===== src/hdl/srm_defines.svh =====
/*
 * register offsets, field positions, masks, frame bit counts and the log depth of the
 * serial link receive status monitor.
 * assumes a 15-bit register address and 8-bit register data on the serial port.
 */
`ifndef SRM_DEFINES_SVH
`define SRM_DEFINES_SVH

// ****************************************************************
// per-link status and error registers (link-local offsets)
// ****************************************************************
`define SRM_ADDR_CODE_SYNC    9'h0a2
`define SRM_ADDR_FRAME_SYNC   9'h0a4
`define SRM_ADDR_BUF_STATE    9'h0a6
`define SRM_ADDR_ALIGN_LOCK   9'h0ee
`define SRM_ADDR_PLL_ALARM    9'h118
`define SRM_ADDR_LANE_SIGFIFO 9'h119
`define SRM_ADDR_RSVD_ALARM   9'h11a
`define SRM_ADDR_FS_ERROR     9'h11b
`define SRM_ADDR_LANE0_ERR    9'h11c
`define SRM_ADDR_LANE2_ERR    9'h11d
`define SRM_ADDR_LANE1_ERR    9'h11e
`define SRM_ADDR_LANE3_ERR    9'h11f

// ****************************************************************
// link windows, monitor configuration and event log registers
// ****************************************************************
`define SRM_LINK_SHIFT        9
`define SRM_ADDR_LANE_EN      15'h7f00
`define SRM_ADDR_MODE         15'h7f01
`define SRM_ADDR_CLEAR        15'h7f02
`define SRM_ADDR_LOG_LANE     15'h7f03
`define SRM_ADDR_LOG_FLAGS    15'h7f04
`define SRM_ADDR_LOG_STATUS   15'h7f05

// ****************************************************************
// field positions and constants
// ****************************************************************
`define SRM_BIT_SHORT_TEST    4
`define SRM_BIT_PAIR_AB_PLL   6
`define SRM_BIT_PAIR_CD_PLL   7
`define SRM_ERR64_ZERO_MASK   8'h08
`define SRM_BYTE_ZERO         8'h00
`define SRM_NIBBLE_ZERO       4'h0
`define SRM_HEAD_BITS         16
`define SRM_DATA_BITS         8
`define SRM_LOG_DEPTH         16

`endif


===== src/hdl/srm_monitor_tail.sv =====
/*
 * holds no logic: the monitor and its log fifo share one design file.
 * assumes nothing of its surroundings.
 */


===== src/hdl/srm_pkg.sv =====
/*
 * types shared by the serial link receive status monitor.
 * assumes nothing of its surroundings.
 */
package srm_pkg;
   typedef logic [7:0]  srm_byte_t;
   typedef logic [14:0] srm_addr_t;
   typedef enum { SPI_IDLE, SPI_HEAD, SPI_DATA, SPI_DONE } srm_spi_state_t;
endpackage


===== src/hdl/srm_monitor.sv =====
/*
 * serial link receive status monitor: sticky serdes and lane alarms, live lane
 * state readback, an error event log fifo and a serial register port.
 * assumes the serial port clock runs at most one eighth of mclk and that all
 * status inputs come from recovered lane clocks (asynchronous to mclk).
 */
// Notes on behaviour
// - pll alarm byte: short test, ab, cd
// - loss of signal per lane, bits 0-3
// - serdes fifo error per lane, bits 4-7
// - frame sync or fixed ones error, bits 4-7
// - 8b10b lane bits 7-4: alignment, config, overflow
// - 8b10b bit 3: buffer match error
// - 8b10b bits 2-0: sync, table, disparity
// - 64b66b bits 7,6,4: alignment, overflow
// - 64b66b bit 5: crc command/data mismatch
// - 64b66b bit 3 zero, bit 2 alignment
// - 64b66b bit 1 bad header, bit 0 crc
// - lane error registers at scrambled offsets
// - four-bit alignment lock flags per link
// - two-bit code sync state per lane
// - two-bit frame sync state, 8b10b only
// - two-bit elastic buffer state per lane
// - second link replicates the whole link-local register set
// - sysref captured deterministically at both ends
// - scrambler setting matches at both ends
// - extended multiblock count agreed at both ends
// - same crc mode at both ends
// - alarms sticky until software clears them

// ****************************************************************
// event log fifo
// ****************************************************************
module srm_fifo #(
   parameter int WIDTH = 11,
   parameter int DEPTH = 16
) (
   // clock and reset
   input  wire logic             mclk,
   input  wire logic             rst,
   // fill side
   input  wire logic             inValid,
   output logic                  inReady,
   input  wire logic [WIDTH-1:0] inData,
   // drain side
   output logic                  outValid,
   input  wire logic             outReady,
   output logic      [WIDTH-1:0] outData
);
   localparam int AW = $clog2(DEPTH);

   logic [WIDTH-1:0] mem_reg [DEPTH];
   logic [AW-1:0]    wrPtr_reg;
   logic [AW-1:0]    rdPtr_reg;
   logic [AW:0]      count_reg;
   logic             push;
   logic             pop;

   assign inReady  = (count_reg != AW'(0) + (AW+1)'(DEPTH)) ? 1'b1 : 1'b0;
   assign outValid = (count_reg != '0);
   assign push     = inValid & inReady;
   assign pop      = outValid & outReady;
   assign outData  = mem_reg[rdPtr_reg];

   always_ff @(posedge mclk) begin
      if (push) begin
         mem_reg[wrPtr_reg] <= inData;
      end
   end

   always_ff @(posedge mclk or posedge rst) begin
      if (rst) begin
         wrPtr_reg <= '0;
         rdPtr_reg <= '0;
         count_reg <= '0;
      end else begin
         if (push) begin
            wrPtr_reg <= (wrPtr_reg == AW'(DEPTH - 1)) ? '0 : wrPtr_reg + AW'(1);
         end
         if (pop) begin
            rdPtr_reg <= (rdPtr_reg == AW'(DEPTH - 1)) ? '0 : rdPtr_reg + AW'(1);
         end
         if (push && !pop) begin
            count_reg <= count_reg + (AW+1)'(1);
         end else if (pop && !push) begin
            count_reg <= count_reg - (AW+1)'(1);
         end
      end
   end
endmodule // srm_fifo

// ****************************************************************
// monitor top
// ****************************************************************
module srm_monitor
   import srm_pkg::*;
#(
   parameter int NUM_LINKS = 2
) (
   // clock and reset
   input  wire logic                         mclk,
   input  wire logic                         rst,
   // serial register port
   input  wire logic                         spiSclk,
   input  wire logic                         spiCsN,
   input  wire logic                         spiSdi,
   output logic                              spiSdo,
   output logic                              spiSdoEn,
   // serdes alarms, one per link
   input  wire logic [NUM_LINKS-1:0]         shortTestAlarm,
   input  wire logic [NUM_LINKS-1:0]         pairAbPllUnlock,
   input  wire logic [NUM_LINKS-1:0]         pairCdPllUnlock,
   // lane status, four lanes per link, lane 0 lowest
   input  wire logic [NUM_LINKS*4-1:0]       laneLossOfSignal,
   input  wire logic [NUM_LINKS*4-1:0]       laneFifoError,
   input  wire logic [NUM_LINKS*4-1:0]       laneFrameSyncError,
   input  wire logic [NUM_LINKS*4-1:0]       alignLock,
   input  wire logic [NUM_LINKS*8-1:0]       extMultiblockState,
   input  wire logic [NUM_LINKS*8-1:0]       frameAlignmentState,
   input  wire logic [NUM_LINKS*8-1:0]       bufferState,
   input  wire logic [NUM_LINKS*32-1:0]      laneErrorEvent
);
   import srm_pkg::*;

   `include "srm_defines.svh"

   localparam int LANES = NUM_LINKS * 4;
   localparam int LW    = $clog2(LANES) > 0 ? $clog2(LANES) : 1;
   localparam int RAWW  = 3*NUM_LINKS + 4*LANES + 6*LANES + 8*LANES;

   // ****************************************************************
   // status synchroniser
   // ****************************************************************
   logic [RAWW-1:0]      rawStatus;
   logic [RAWW-1:0]      meta_reg;
   logic [RAWW-1:0]      sync_reg;
   logic [NUM_LINKS-1:0] sShort, sPllAb, sPllCd;
   logic [LANES-1:0]     sLos, sFifo, sFs, sLock;
   logic [2*LANES-1:0]   sCs, sFsState, sBuf;
   logic [8*LANES-1:0]   sErr;

   assign rawStatus = {laneErrorEvent, bufferState, frameAlignmentState, extMultiblockState, alignLock,
                       laneFrameSyncError, laneFifoError, laneLossOfSignal, pairCdPllUnlock, pairAbPllUnlock,
                       shortTestAlarm};
   assign {sErr, sBuf, sFsState, sCs, sLock, sFs, sFifo, sLos, sPllCd, sPllAb, sShort} = sync_reg;

   // only the second stage is read; lane clocks are unrelated to mclk
   always_ff @(posedge mclk or posedge rst) begin
      if (rst) begin
         meta_reg <= '0;
         sync_reg <= '0;
      end else begin
         meta_reg <= rawStatus;
         sync_reg <= meta_reg;
      end
   end

   // ****************************************************************
   // configuration registers
   // ****************************************************************
   logic [LANES-1:0]     laneEnable_reg;
   logic [NUM_LINKS-1:0] mode64_reg;
   logic                 wrStrobe;
   srm_addr_t            wrAddr;
   srm_byte_t            wrData;
   logic [NUM_LINKS-1:0] clearLink;

   always_ff @(posedge mclk or posedge rst) begin
      if (rst) begin
         laneEnable_reg <= '1;
         mode64_reg     <= '0;
      end else if (wrStrobe) begin
         if (wrAddr == `SRM_ADDR_LANE_EN) begin
            laneEnable_reg <= LANES'(wrData);
         end
         if (wrAddr == `SRM_ADDR_MODE) begin
            mode64_reg <= NUM_LINKS'(wrData);
         end
      end
   end

   assign clearLink = (wrStrobe && wrAddr == `SRM_ADDR_CLEAR) ? NUM_LINKS'(wrData) : '0;

   // ****************************************************************
   // sticky alarms
   // ****************************************************************
   logic [NUM_LINKS-1:0] shortSticky_reg, pllAbSticky_reg, pllCdSticky_reg;
   logic [LANES-1:0]     losSticky_reg, fifoSticky_reg, fsSticky_reg;
   logic [7:0]           laneErr_reg [LANES];
   logic [7:0]           laneErrSet  [LANES];
   logic [LANES-1:0]     laneClear;

   // a new event in the clearing cycle survives the clear
   always_ff @(posedge mclk or posedge rst) begin
      if (rst) begin
         shortSticky_reg <= '0;
         pllAbSticky_reg <= '0;
         pllCdSticky_reg <= '0;
      end else begin
         shortSticky_reg <= (shortSticky_reg & ~clearLink) | sShort;
         pllAbSticky_reg <= (pllAbSticky_reg & ~clearLink) | sPllAb;
         pllCdSticky_reg <= (pllCdSticky_reg & ~clearLink) | sPllCd;
      end
   end

   genvar gl;
   generate
      for (gl = 0; gl < LANES; gl++) begin : g_lane
         assign laneClear[gl] = clearLink[gl/4];
         // 64b66b mode holds bit 3 at zero
         // sysref, multiblock count and crc mismatches at the far end surface here
         assign laneErrSet[gl] = laneEnable_reg[gl] ?
            (sErr[8*gl +: 8] & ~(mode64_reg[gl/4] ? `SRM_ERR64_ZERO_MASK : `SRM_BYTE_ZERO)) :
            `SRM_BYTE_ZERO;

         always_ff @(posedge mclk or posedge rst) begin
            if (rst) begin
               laneErr_reg[gl] <= '0;
            end else begin
               laneErr_reg[gl] <= (laneErr_reg[gl] & {8{~laneClear[gl]}}) | laneErrSet[gl];
            end
         end
      end
   endgenerate

   always_ff @(posedge mclk or posedge rst) begin
      if (rst) begin
         losSticky_reg  <= '0;
         fifoSticky_reg <= '0;
         fsSticky_reg   <= '0;
      end else begin
         losSticky_reg  <= (losSticky_reg & ~laneClear) | (sLos & laneEnable_reg);
         fifoSticky_reg <= (fifoSticky_reg & ~laneClear) | (sFifo & laneEnable_reg);
         fsSticky_reg   <= (fsSticky_reg & ~laneClear) | (sFs & laneEnable_reg);
      end
   end

   // ****************************************************************
   // error event log
   // ****************************************************************
   logic [7:0]      pend_reg [LANES];
   logic [LANES-1:0] pendAny;
   logic [LW-1:0]   pickLane;
   logic            logInValid, logInReady, logOutValid, logPop;
   logic [LW+7:0]   logInData, logOutData;

   function automatic logic [LW-1:0] firstSet(input logic [LANES-1:0] v);
      logic [LW-1:0] idx;
      idx = '0;
      for (int i = LANES - 1; i >= 0; i--) begin
         if (v[i]) begin
            idx = LW'(i);
         end
      end
      return idx;
   endfunction

   // a full log stalls the pending lanes; their flags keep accumulating
   generate
      for (gl = 0; gl < LANES; gl++) begin : g_pend
         assign pendAny[gl] = |pend_reg[gl];
         always_ff @(posedge mclk or posedge rst) begin
            if (rst) begin
               pend_reg[gl] <= '0;
            end else if (logInValid && logInReady && pickLane == LW'(gl)) begin
               pend_reg[gl] <= laneErrSet[gl];
            end else begin
               pend_reg[gl] <= pend_reg[gl] | laneErrSet[gl];
            end
         end
      end
   endgenerate

   assign pickLane   = firstSet(pendAny);
   assign logInValid = |pendAny;
   assign logInData  = {pickLane, pend_reg[pickLane]};

   srm_fifo #(
      .WIDTH (LW + 8),
      .DEPTH (`SRM_LOG_DEPTH)
   ) u_log (
      .mclk     (mclk),
      .rst      (rst),
      .inValid  (logInValid),
      .inReady  (logInReady),
      .inData   (logInData),
      .outValid (logOutValid),
      .outReady (logPop),
      .outData  (logOutData)
   );

   // ****************************************************************
   // register read decode
   // ****************************************************************
   srm_addr_t rdAddr;
   srm_byte_t rdData;

   function automatic logic [7:0] expand2(input logic [3:0] en);
      return {{2{en[3]}}, {2{en[2]}}, {2{en[1]}}, {2{en[0]}}};
   endfunction

   always_comb begin
      int        lk;
      int        b;
      logic [3:0] en;
      rdData = `SRM_BYTE_ZERO;
      lk     = int'(rdAddr >> `SRM_LINK_SHIFT);
      b      = 4 * lk;
      en     = '0;
      if (rdAddr == `SRM_ADDR_LANE_EN) begin
         rdData = 8'(laneEnable_reg);
      end else if (rdAddr == `SRM_ADDR_MODE) begin
         rdData = 8'(mode64_reg);
      end else if (rdAddr == `SRM_ADDR_LOG_LANE) begin
         rdData = logOutValid ? 8'(logOutData[LW+7:8]) : `SRM_BYTE_ZERO;
      end else if (rdAddr == `SRM_ADDR_LOG_FLAGS) begin
         rdData = logOutValid ? logOutData[7:0] : `SRM_BYTE_ZERO;
      end else if (rdAddr == `SRM_ADDR_LOG_STATUS) begin
         rdData = {6'h00, ~logInReady, logOutValid};
      end else if (lk < NUM_LINKS) begin
         en = laneEnable_reg[b +: 4];
         case (rdAddr[`SRM_LINK_SHIFT-1:0])
            `SRM_ADDR_CODE_SYNC: begin
               rdData = sCs[2*b +: 8] & expand2(en);
            end
            `SRM_ADDR_FRAME_SYNC: begin
               rdData = mode64_reg[lk] ? `SRM_BYTE_ZERO : (sFsState[2*b +: 8] & expand2(en));
            end
            `SRM_ADDR_BUF_STATE: begin
               rdData = sBuf[2*b +: 8] & expand2(en);
            end
            `SRM_ADDR_ALIGN_LOCK: begin
               rdData = {`SRM_NIBBLE_ZERO, sLock[b +: 4] & en};
            end
            `SRM_ADDR_PLL_ALARM: begin
               rdData = `SRM_BYTE_ZERO;
               rdData[`SRM_BIT_SHORT_TEST]  = shortSticky_reg[lk];
               rdData[`SRM_BIT_PAIR_AB_PLL] = pllAbSticky_reg[lk];
               rdData[`SRM_BIT_PAIR_CD_PLL] = pllCdSticky_reg[lk];
            end
            `SRM_ADDR_LANE_SIGFIFO: begin
               rdData = {fifoSticky_reg[b +: 4], losSticky_reg[b +: 4]};
            end
            `SRM_ADDR_RSVD_ALARM: begin
               rdData = `SRM_BYTE_ZERO;
            end
            `SRM_ADDR_FS_ERROR: begin
               rdData = {fsSticky_reg[b +: 4], `SRM_NIBBLE_ZERO};
            end
            `SRM_ADDR_LANE0_ERR: begin
               rdData = laneErr_reg[b];
            end
            `SRM_ADDR_LANE1_ERR: begin
               rdData = laneErr_reg[b + 1];
            end
            `SRM_ADDR_LANE2_ERR: begin
               rdData = laneErr_reg[b + 2];
            end
            `SRM_ADDR_LANE3_ERR: begin
               rdData = laneErr_reg[b + 3];
            end
            default: begin
               rdData = `SRM_BYTE_ZERO;
            end
         endcase
      end
   end

   // ****************************************************************
   // serial register port
   // ****************************************************************
   srm_spi_state_t spiState_reg;
   logic           sclkPrev_reg;
   logic [15:0]    headShift_reg;
   logic [7:0]     outShift_reg;
   logic [7:0]     inShift_reg;
   logic [4:0]     bitCnt_reg;
   logic           isRead_reg;
   logic           dataStarted_reg;
   srm_addr_t      addr_reg;
   logic           sclkRise, sclkFall;
   logic [15:0]    headNow;

   assign sclkRise = spiSclk & ~sclkPrev_reg;
   assign sclkFall = ~spiSclk & sclkPrev_reg;
   assign headNow  = {headShift_reg[14:0], spiSdi};
   assign rdAddr   = (spiState_reg == SPI_HEAD) ? srm_addr_t'(headNow[14:0]) : addr_reg;
   assign spiSdo   = outShift_reg[7];
   assign spiSdoEn = (spiState_reg == SPI_DATA) & isRead_reg & ~spiCsN;
   // popping at the header keeps the log head and its lane index paired per read
   assign logPop   = (spiState_reg == SPI_HEAD) && sclkRise && !spiCsN && bitCnt_reg == 5'(`SRM_HEAD_BITS - 1)
                     && headNow[15] && rdAddr == `SRM_ADDR_LOG_FLAGS;
   assign wrStrobe = (spiState_reg == SPI_DATA) && sclkRise && !spiCsN && !isRead_reg
                     && bitCnt_reg == 5'(`SRM_DATA_BITS - 1);
   assign wrAddr   = addr_reg;
   assign wrData   = {inShift_reg[6:0], spiSdi};

   always_ff @(posedge mclk or posedge rst) begin
      if (rst) begin
         sclkPrev_reg <= 1'b0;
      end else begin
         sclkPrev_reg <= spiSclk;
      end
   end

   always_ff @(posedge mclk or posedge rst) begin
      if (rst) begin
         spiState_reg    <= SPI_IDLE;
         headShift_reg   <= '0;
         outShift_reg    <= '0;
         inShift_reg     <= '0;
         bitCnt_reg      <= '0;
         isRead_reg      <= 1'b0;
         dataStarted_reg <= 1'b0;
         addr_reg        <= '0;
      end else if (spiCsN) begin
         spiState_reg    <= SPI_IDLE;
         bitCnt_reg      <= '0;
         dataStarted_reg <= 1'b0;
      end else begin
         case (spiState_reg)
            SPI_IDLE: begin
               spiState_reg <= SPI_HEAD;
               bitCnt_reg   <= '0;
            end
            SPI_HEAD: begin
               if (sclkRise) begin
                  headShift_reg <= headNow;
                  bitCnt_reg    <= bitCnt_reg + 5'(1);
                  if (bitCnt_reg == 5'(`SRM_HEAD_BITS - 1)) begin
                     isRead_reg   <= headNow[15];
                     addr_reg     <= srm_addr_t'(headNow[14:0]);
                     outShift_reg <= rdData;
                     bitCnt_reg   <= '0;
                     spiState_reg <= SPI_DATA;
                  end
               end
            end
            SPI_DATA: begin
               if (sclkRise) begin
                  dataStarted_reg <= 1'b1;
                  inShift_reg     <= wrData;
                  bitCnt_reg      <= bitCnt_reg + 5'(1);
                  if (bitCnt_reg == 5'(`SRM_DATA_BITS - 1)) begin
                     spiState_reg <= SPI_DONE;
                  end
               end else if (sclkFall && dataStarted_reg) begin
                  outShift_reg <= {outShift_reg[6:0], 1'b0};
               end
            end
            SPI_DONE: begin
               spiState_reg <= SPI_DONE;
            end
            default: begin
               spiState_reg <= SPI_IDLE;
            end
         endcase
      end
   end
endmodule // srm_monitor


===== config.mk =====
export PLATFORM = sky130hd
export DESIGN_NAME = srm_monitor
export DESIGN_NICKNAME = d
export VERILOG_FILES = /design/src/hdl/srm_monitor_tail.sv /design/src/hdl/srm_pkg.sv /design/src/hdl/srm_monitor.sv
export VERILOG_INCLUDE_DIRS = /design/src /design/src/hdl
export SDC_FILE = /design/constraint.sdc
export NUM_CORES = 1
export LEC_CHECK = 0
export ABC_CLOCK_PERIOD_IN_PS = 40900
export BUFFER_PORTS_ARGS = -buffer_cell sky130_fd_sc_hd__buf_2
export CORE_AREA = 2 2 282 214
export DETAILED_ROUTE_END_ITERATION = 12
export DIE_AREA = 0 0 284 216
export HOLD_SLACK_MARGIN = 0.12
export SYNTH_ARGS = -nofsm -noshare
export SYNTH_HDL_FRONTEND = slang
export SYNTH_SLANG_ARGS = --single-unit

===== constraint.sdc =====
create_clock -name mclk -period 40.9 [get_ports mclk]
set_input_delay 2.045 -clock mclk [delete_from_list [all_inputs] [get_ports mclk]]
set_output_delay 2.045 -clock mclk [all_outputs]
set_load 0.01 [all_outputs]

==> flow_summary.toml <==
[routing]
drt-pass1-iter-count = 7
vias = 15600
remaining_drc_errors = 0
detail_routed_via_count_per_cell = 5.75
totalWireLength_mm = 67.3
routed_len_inst_um = 24.7
drtIter0Drc = 1917
detail-route-antenna-nets = 0

[logic_synthesis]
biggest_area_consumer_among_synthesized_cells = "sky130_fd_sc_hd__dfrtp_1"
postSynthAreaPerCell_um2 = 15.5
ys_types = 78
yosys.cell_count.top_type = "sky130_fd_sc_hd__dfrtp_1"
synth_seq_area_share_pct = 71.4
synth_edf_count = 176
netlist_area_mm2 = 0.0262
post-synth-top-area-fraction_pct = 50.5
syn-instance-count = 1685
flip_flop_and_latch_count_after_synthesis = 712
yosysWarnings = 0
synth_top_cells_by_count = "sky130_fd_sc_hd__dfrtp_1, sky130_fd_sc_hd__edfxtp_1, sky130_fd_sc_hd__nand2_1"
postSynth.topFlopCell = "sky130_fd_sc_hd__dfrtp_1"
synthTopCellsByArea = "sky130_fd_sc_hd__dfrtp_1, sky130_fd_sc_hd__edfxtp_1, sky130_fd_sc_hd__mux4_2, sky130_fd_sc_hd__a22o_1, sky130_fd_sc_hd__mux2_2"
synth-async-reset-ratio_pct = 75.3
syn-num-nets = 1856

[pwr]
swShare_pct = 22.2
leakage_nw = 12.5
power.net_switching_w = 0.000326
cellInternalPower_w = 0.00114
clockPowerShare_pct = 43.9
power_per_cell_area_mw_per_mm2 = 48.5
irDropWorstVdd_mv = 0.0283
power_frac_seq_pct = 52.0
fraction_of_power_consumed_by_combinational_cells_pct = 4.2

[critical_path]
critical_path.startpoint_type = "input port"
critPathMaxStageDelay_ns = 0.15
crit_required_ns = 38.85
setup.worst_path.end_class = "output pin"
worst_path_most_repeated_cell = "sky130_fd_sc_hd__buf_2"
critPathBufInv = 3
worst_path_cell_trace = "buf_2, inv_1, nand2_1, nor2_1, buf_2"
cpMaxStageDelayCell = "sky130_fd_sc_hd__nor2_1"
crit_family = "buffers and inverters"
worst_ep_arrival_time_ns = 2.68
criticalPathCategory = "in -> out"
critical_path_peak_fanout = 5

[clocking]
cts_hold_buf = 0
cts.repair.resized = 0
cts_tree = "built"
clock-sinks = 712
cts.path.max_buffers = 3
cts_max_level = 3
inserted_clock_buffers = 70
clk_transition_reported_paths_ns = 0.06
source_to_sink_clock_delay_at_the_later_pin_of_the_worst_skew_pair_ns = 0.61
clk_root_buffer_cell = "sky130_fd_sc_hd__clkbuf_16"
post-cts-setup-buffers = 0

[finish]
drive_above_1_share_pct = 23.9
largest_register_ff_count = 176
final_cells = 2723
syn_to_final_growth_pct = 15.7
nNetsFinal = 2048

[place]
numPortBuffers = 156
half_perimeter_wire_length_after_detailed_placement_mm = 45.0
routabilityCongestion = 0.959
total_placed_cells_including_tap_cells = 2595

[timing]
worstMarginPinSlew_ns = 1.34
ratio_of_final_minimum_period_to_clock_period_pct = 11.6
fmaxAchievable_ghz = 0.212
setup_tns_final_ns = 0
rsz0062_at_grt = "no"
min_period_ns = 4.72
setup_violations = 0
maxSlewViolCount = 0
final-hold-violation-count = 0
worst_clock_skew_on_the_final_layout_ns = 0.0274
remaining_max_slew_budget_at_the_tightest_pin_pct = 10.8

[global_route]
number_of_global_route_vias_before_repair = 15800
grt_start_max_net_pins = 169
grtUsageMet3_pct = 4.01
grt_use_met1_pct = 34.7
wire_length_of_the_first_global_routing_pass_mm = 102
global_route.peak_usage_layer = "met1"
grt_remaining_overflow = 0
global_route.usage.total_pct = 22.2
grt_antenna_before_repair = 1
gr-usage-met2_pct = 32.2

[min_path]
hold_path_class = "reg -> reg"

[floorplanning]
die_width_um = 284
row_count = 77
floorplan.die.height_um = 216
number_of_placed_i_o_pins = 157
initial_utilization_pct = 44.7
design.die.area_mm2 = 0.0613
core_area_mm2 = 0.0586

[job]
max_cap_viol_count = 0

[outcome]
status = "finished clean"
## layer usage
metal	share of wire (%)	vias up
met1	47	8160
met2	44	632
met5	0	-
li1	-	6743
met3	7.3	109
met4	2.2	0
## cells in the final DEF, fill, tap and decap left out, drive strengths merged, types with 7 or more instances in the layout
master / Yosys / layout
dfrtp: 528 / 528
buf: 35 / 196
edfxtp: 176 / 176
nand2: 153 / 153
a22o: 137 / 137
clkbuf: 41 / 97
mux2: 62 / 62
mux4: 56 / 56
nor2: 48 / 48
a21oi: 43 / 43
a21o: 38 / 38
mux2i: 32 / 32
o21ai: 25 / 25
inv: 19 / 24
nor3: 23 / 23
nor4: 22 / 22
nand3: 22 / 22
nor2b: 20 / 20
ha: 15 / 15
clkinv: 0 / 15
a211oi: 14 / 14
a22oi: 11 / 11
nand2b: 10 / 10
or4: 9 / 9
a221o: 9 / 9
a211o: 9 / 9
o22ai: 9 / 9
dfstp: 8 / 8
and3: 7 / 7
a221oi: 7 / 7
## worst reg2reg max path, cell delays in order (launching register included)
cell and delay [ns]:
sky130_fd_sc_hd__dfrtp_1 0.41, sky130_fd_sc_hd__or4_1 0.63, sky130_fd_sc_hd__nor2_1 0.23, sky130_fd_sc_hd__nand3_1 0.15
sky130_fd_sc_hd__nor3_1 0.44, sky130_fd_sc_hd__nand2b_1 0.35, sky130_fd_sc_hd__inv_2 0.47, sky130_fd_sc_hd__a211o_1 0.27
sky130_fd_sc_hd__o22ai_1 0.11, sky130_fd_sc_hd__a21oi_1 1.01
## power groups by stage
stage	clock [W]	combinational (W)	sequential, W
finish	0.000644	0.0000614	0.000763
global route	0.000688	0.0000680	0.000765
CTS	0.000658	0.0000616	0.000763
detailed placement	0	0.0000614	0.000776
global placement	0	0.0000604	0.000776
floorplan	0	0.0000396	0.000769
## final cells by class
cell class | count | area, um2
diodes | 1 | 2.50
clock inverters | 30 | 298
multi-input cells | 878 | 7100
well taps | 790 | 988
repair buffers | 196 | 1090
clock buffers | 97 | 2020
flip-flops and latches | 712 | 18700
fillers | 4893 | 28300
inverters | 19 | 81.3
## kinds of logic after synthesis
family / Yosys count / synth area share [%]
XOR/XNOR: 7 / 0.234
flip-flops: 712 / 71.4
adder cells (fa/ha/maj): 16 / 0.793
AO/OA/AOI/OAI: 359 / 10.7
AND/OR/NAND/NOR: 346 / 6.60
multiplexers: 150 / 8.71
buffers and inverters: 95 / 1.57
## final timing paths
check                             startpoint                  end  slack (ns)  cells after the start
worst min register to register  meta_reg[58]         sync_reg[58]        0.34                      0
max in group asynchronous                rst   pllCdSticky_reg[0]       36.64                      4
worst min-delay path            meta_reg[58]         sync_reg[58]        0.34                      0
worst max-delay path                  spiCsN             spiSdoEn       36.18                      5
worst max register to register  pend_reg[36]  u_log.mem_reg[1][5]       36.43                      9
min in group asynchronous                rst        meta_reg[147]        1.60                      2
## through the flow
step	hold slack, ns	setup slack [ns]	instance area [um2]	util [%]	total power [W]
3_3_place_gp	0.332	35.99	28000	47.8	0.000836
3_5_place_dp	0.335	35.93	28000	47.8	0.000837
2_1_floorplan	0.331	23.89	26200	-	0.000809
4_1_cts	0.340	36.18	30300	51.7	0.00148
5_1_grt	0.339	36.12	30300	51.7	0.00152
6_report	0.337	36.18	30300	51.7	0.00147
(Power assumes the default switching activity.)
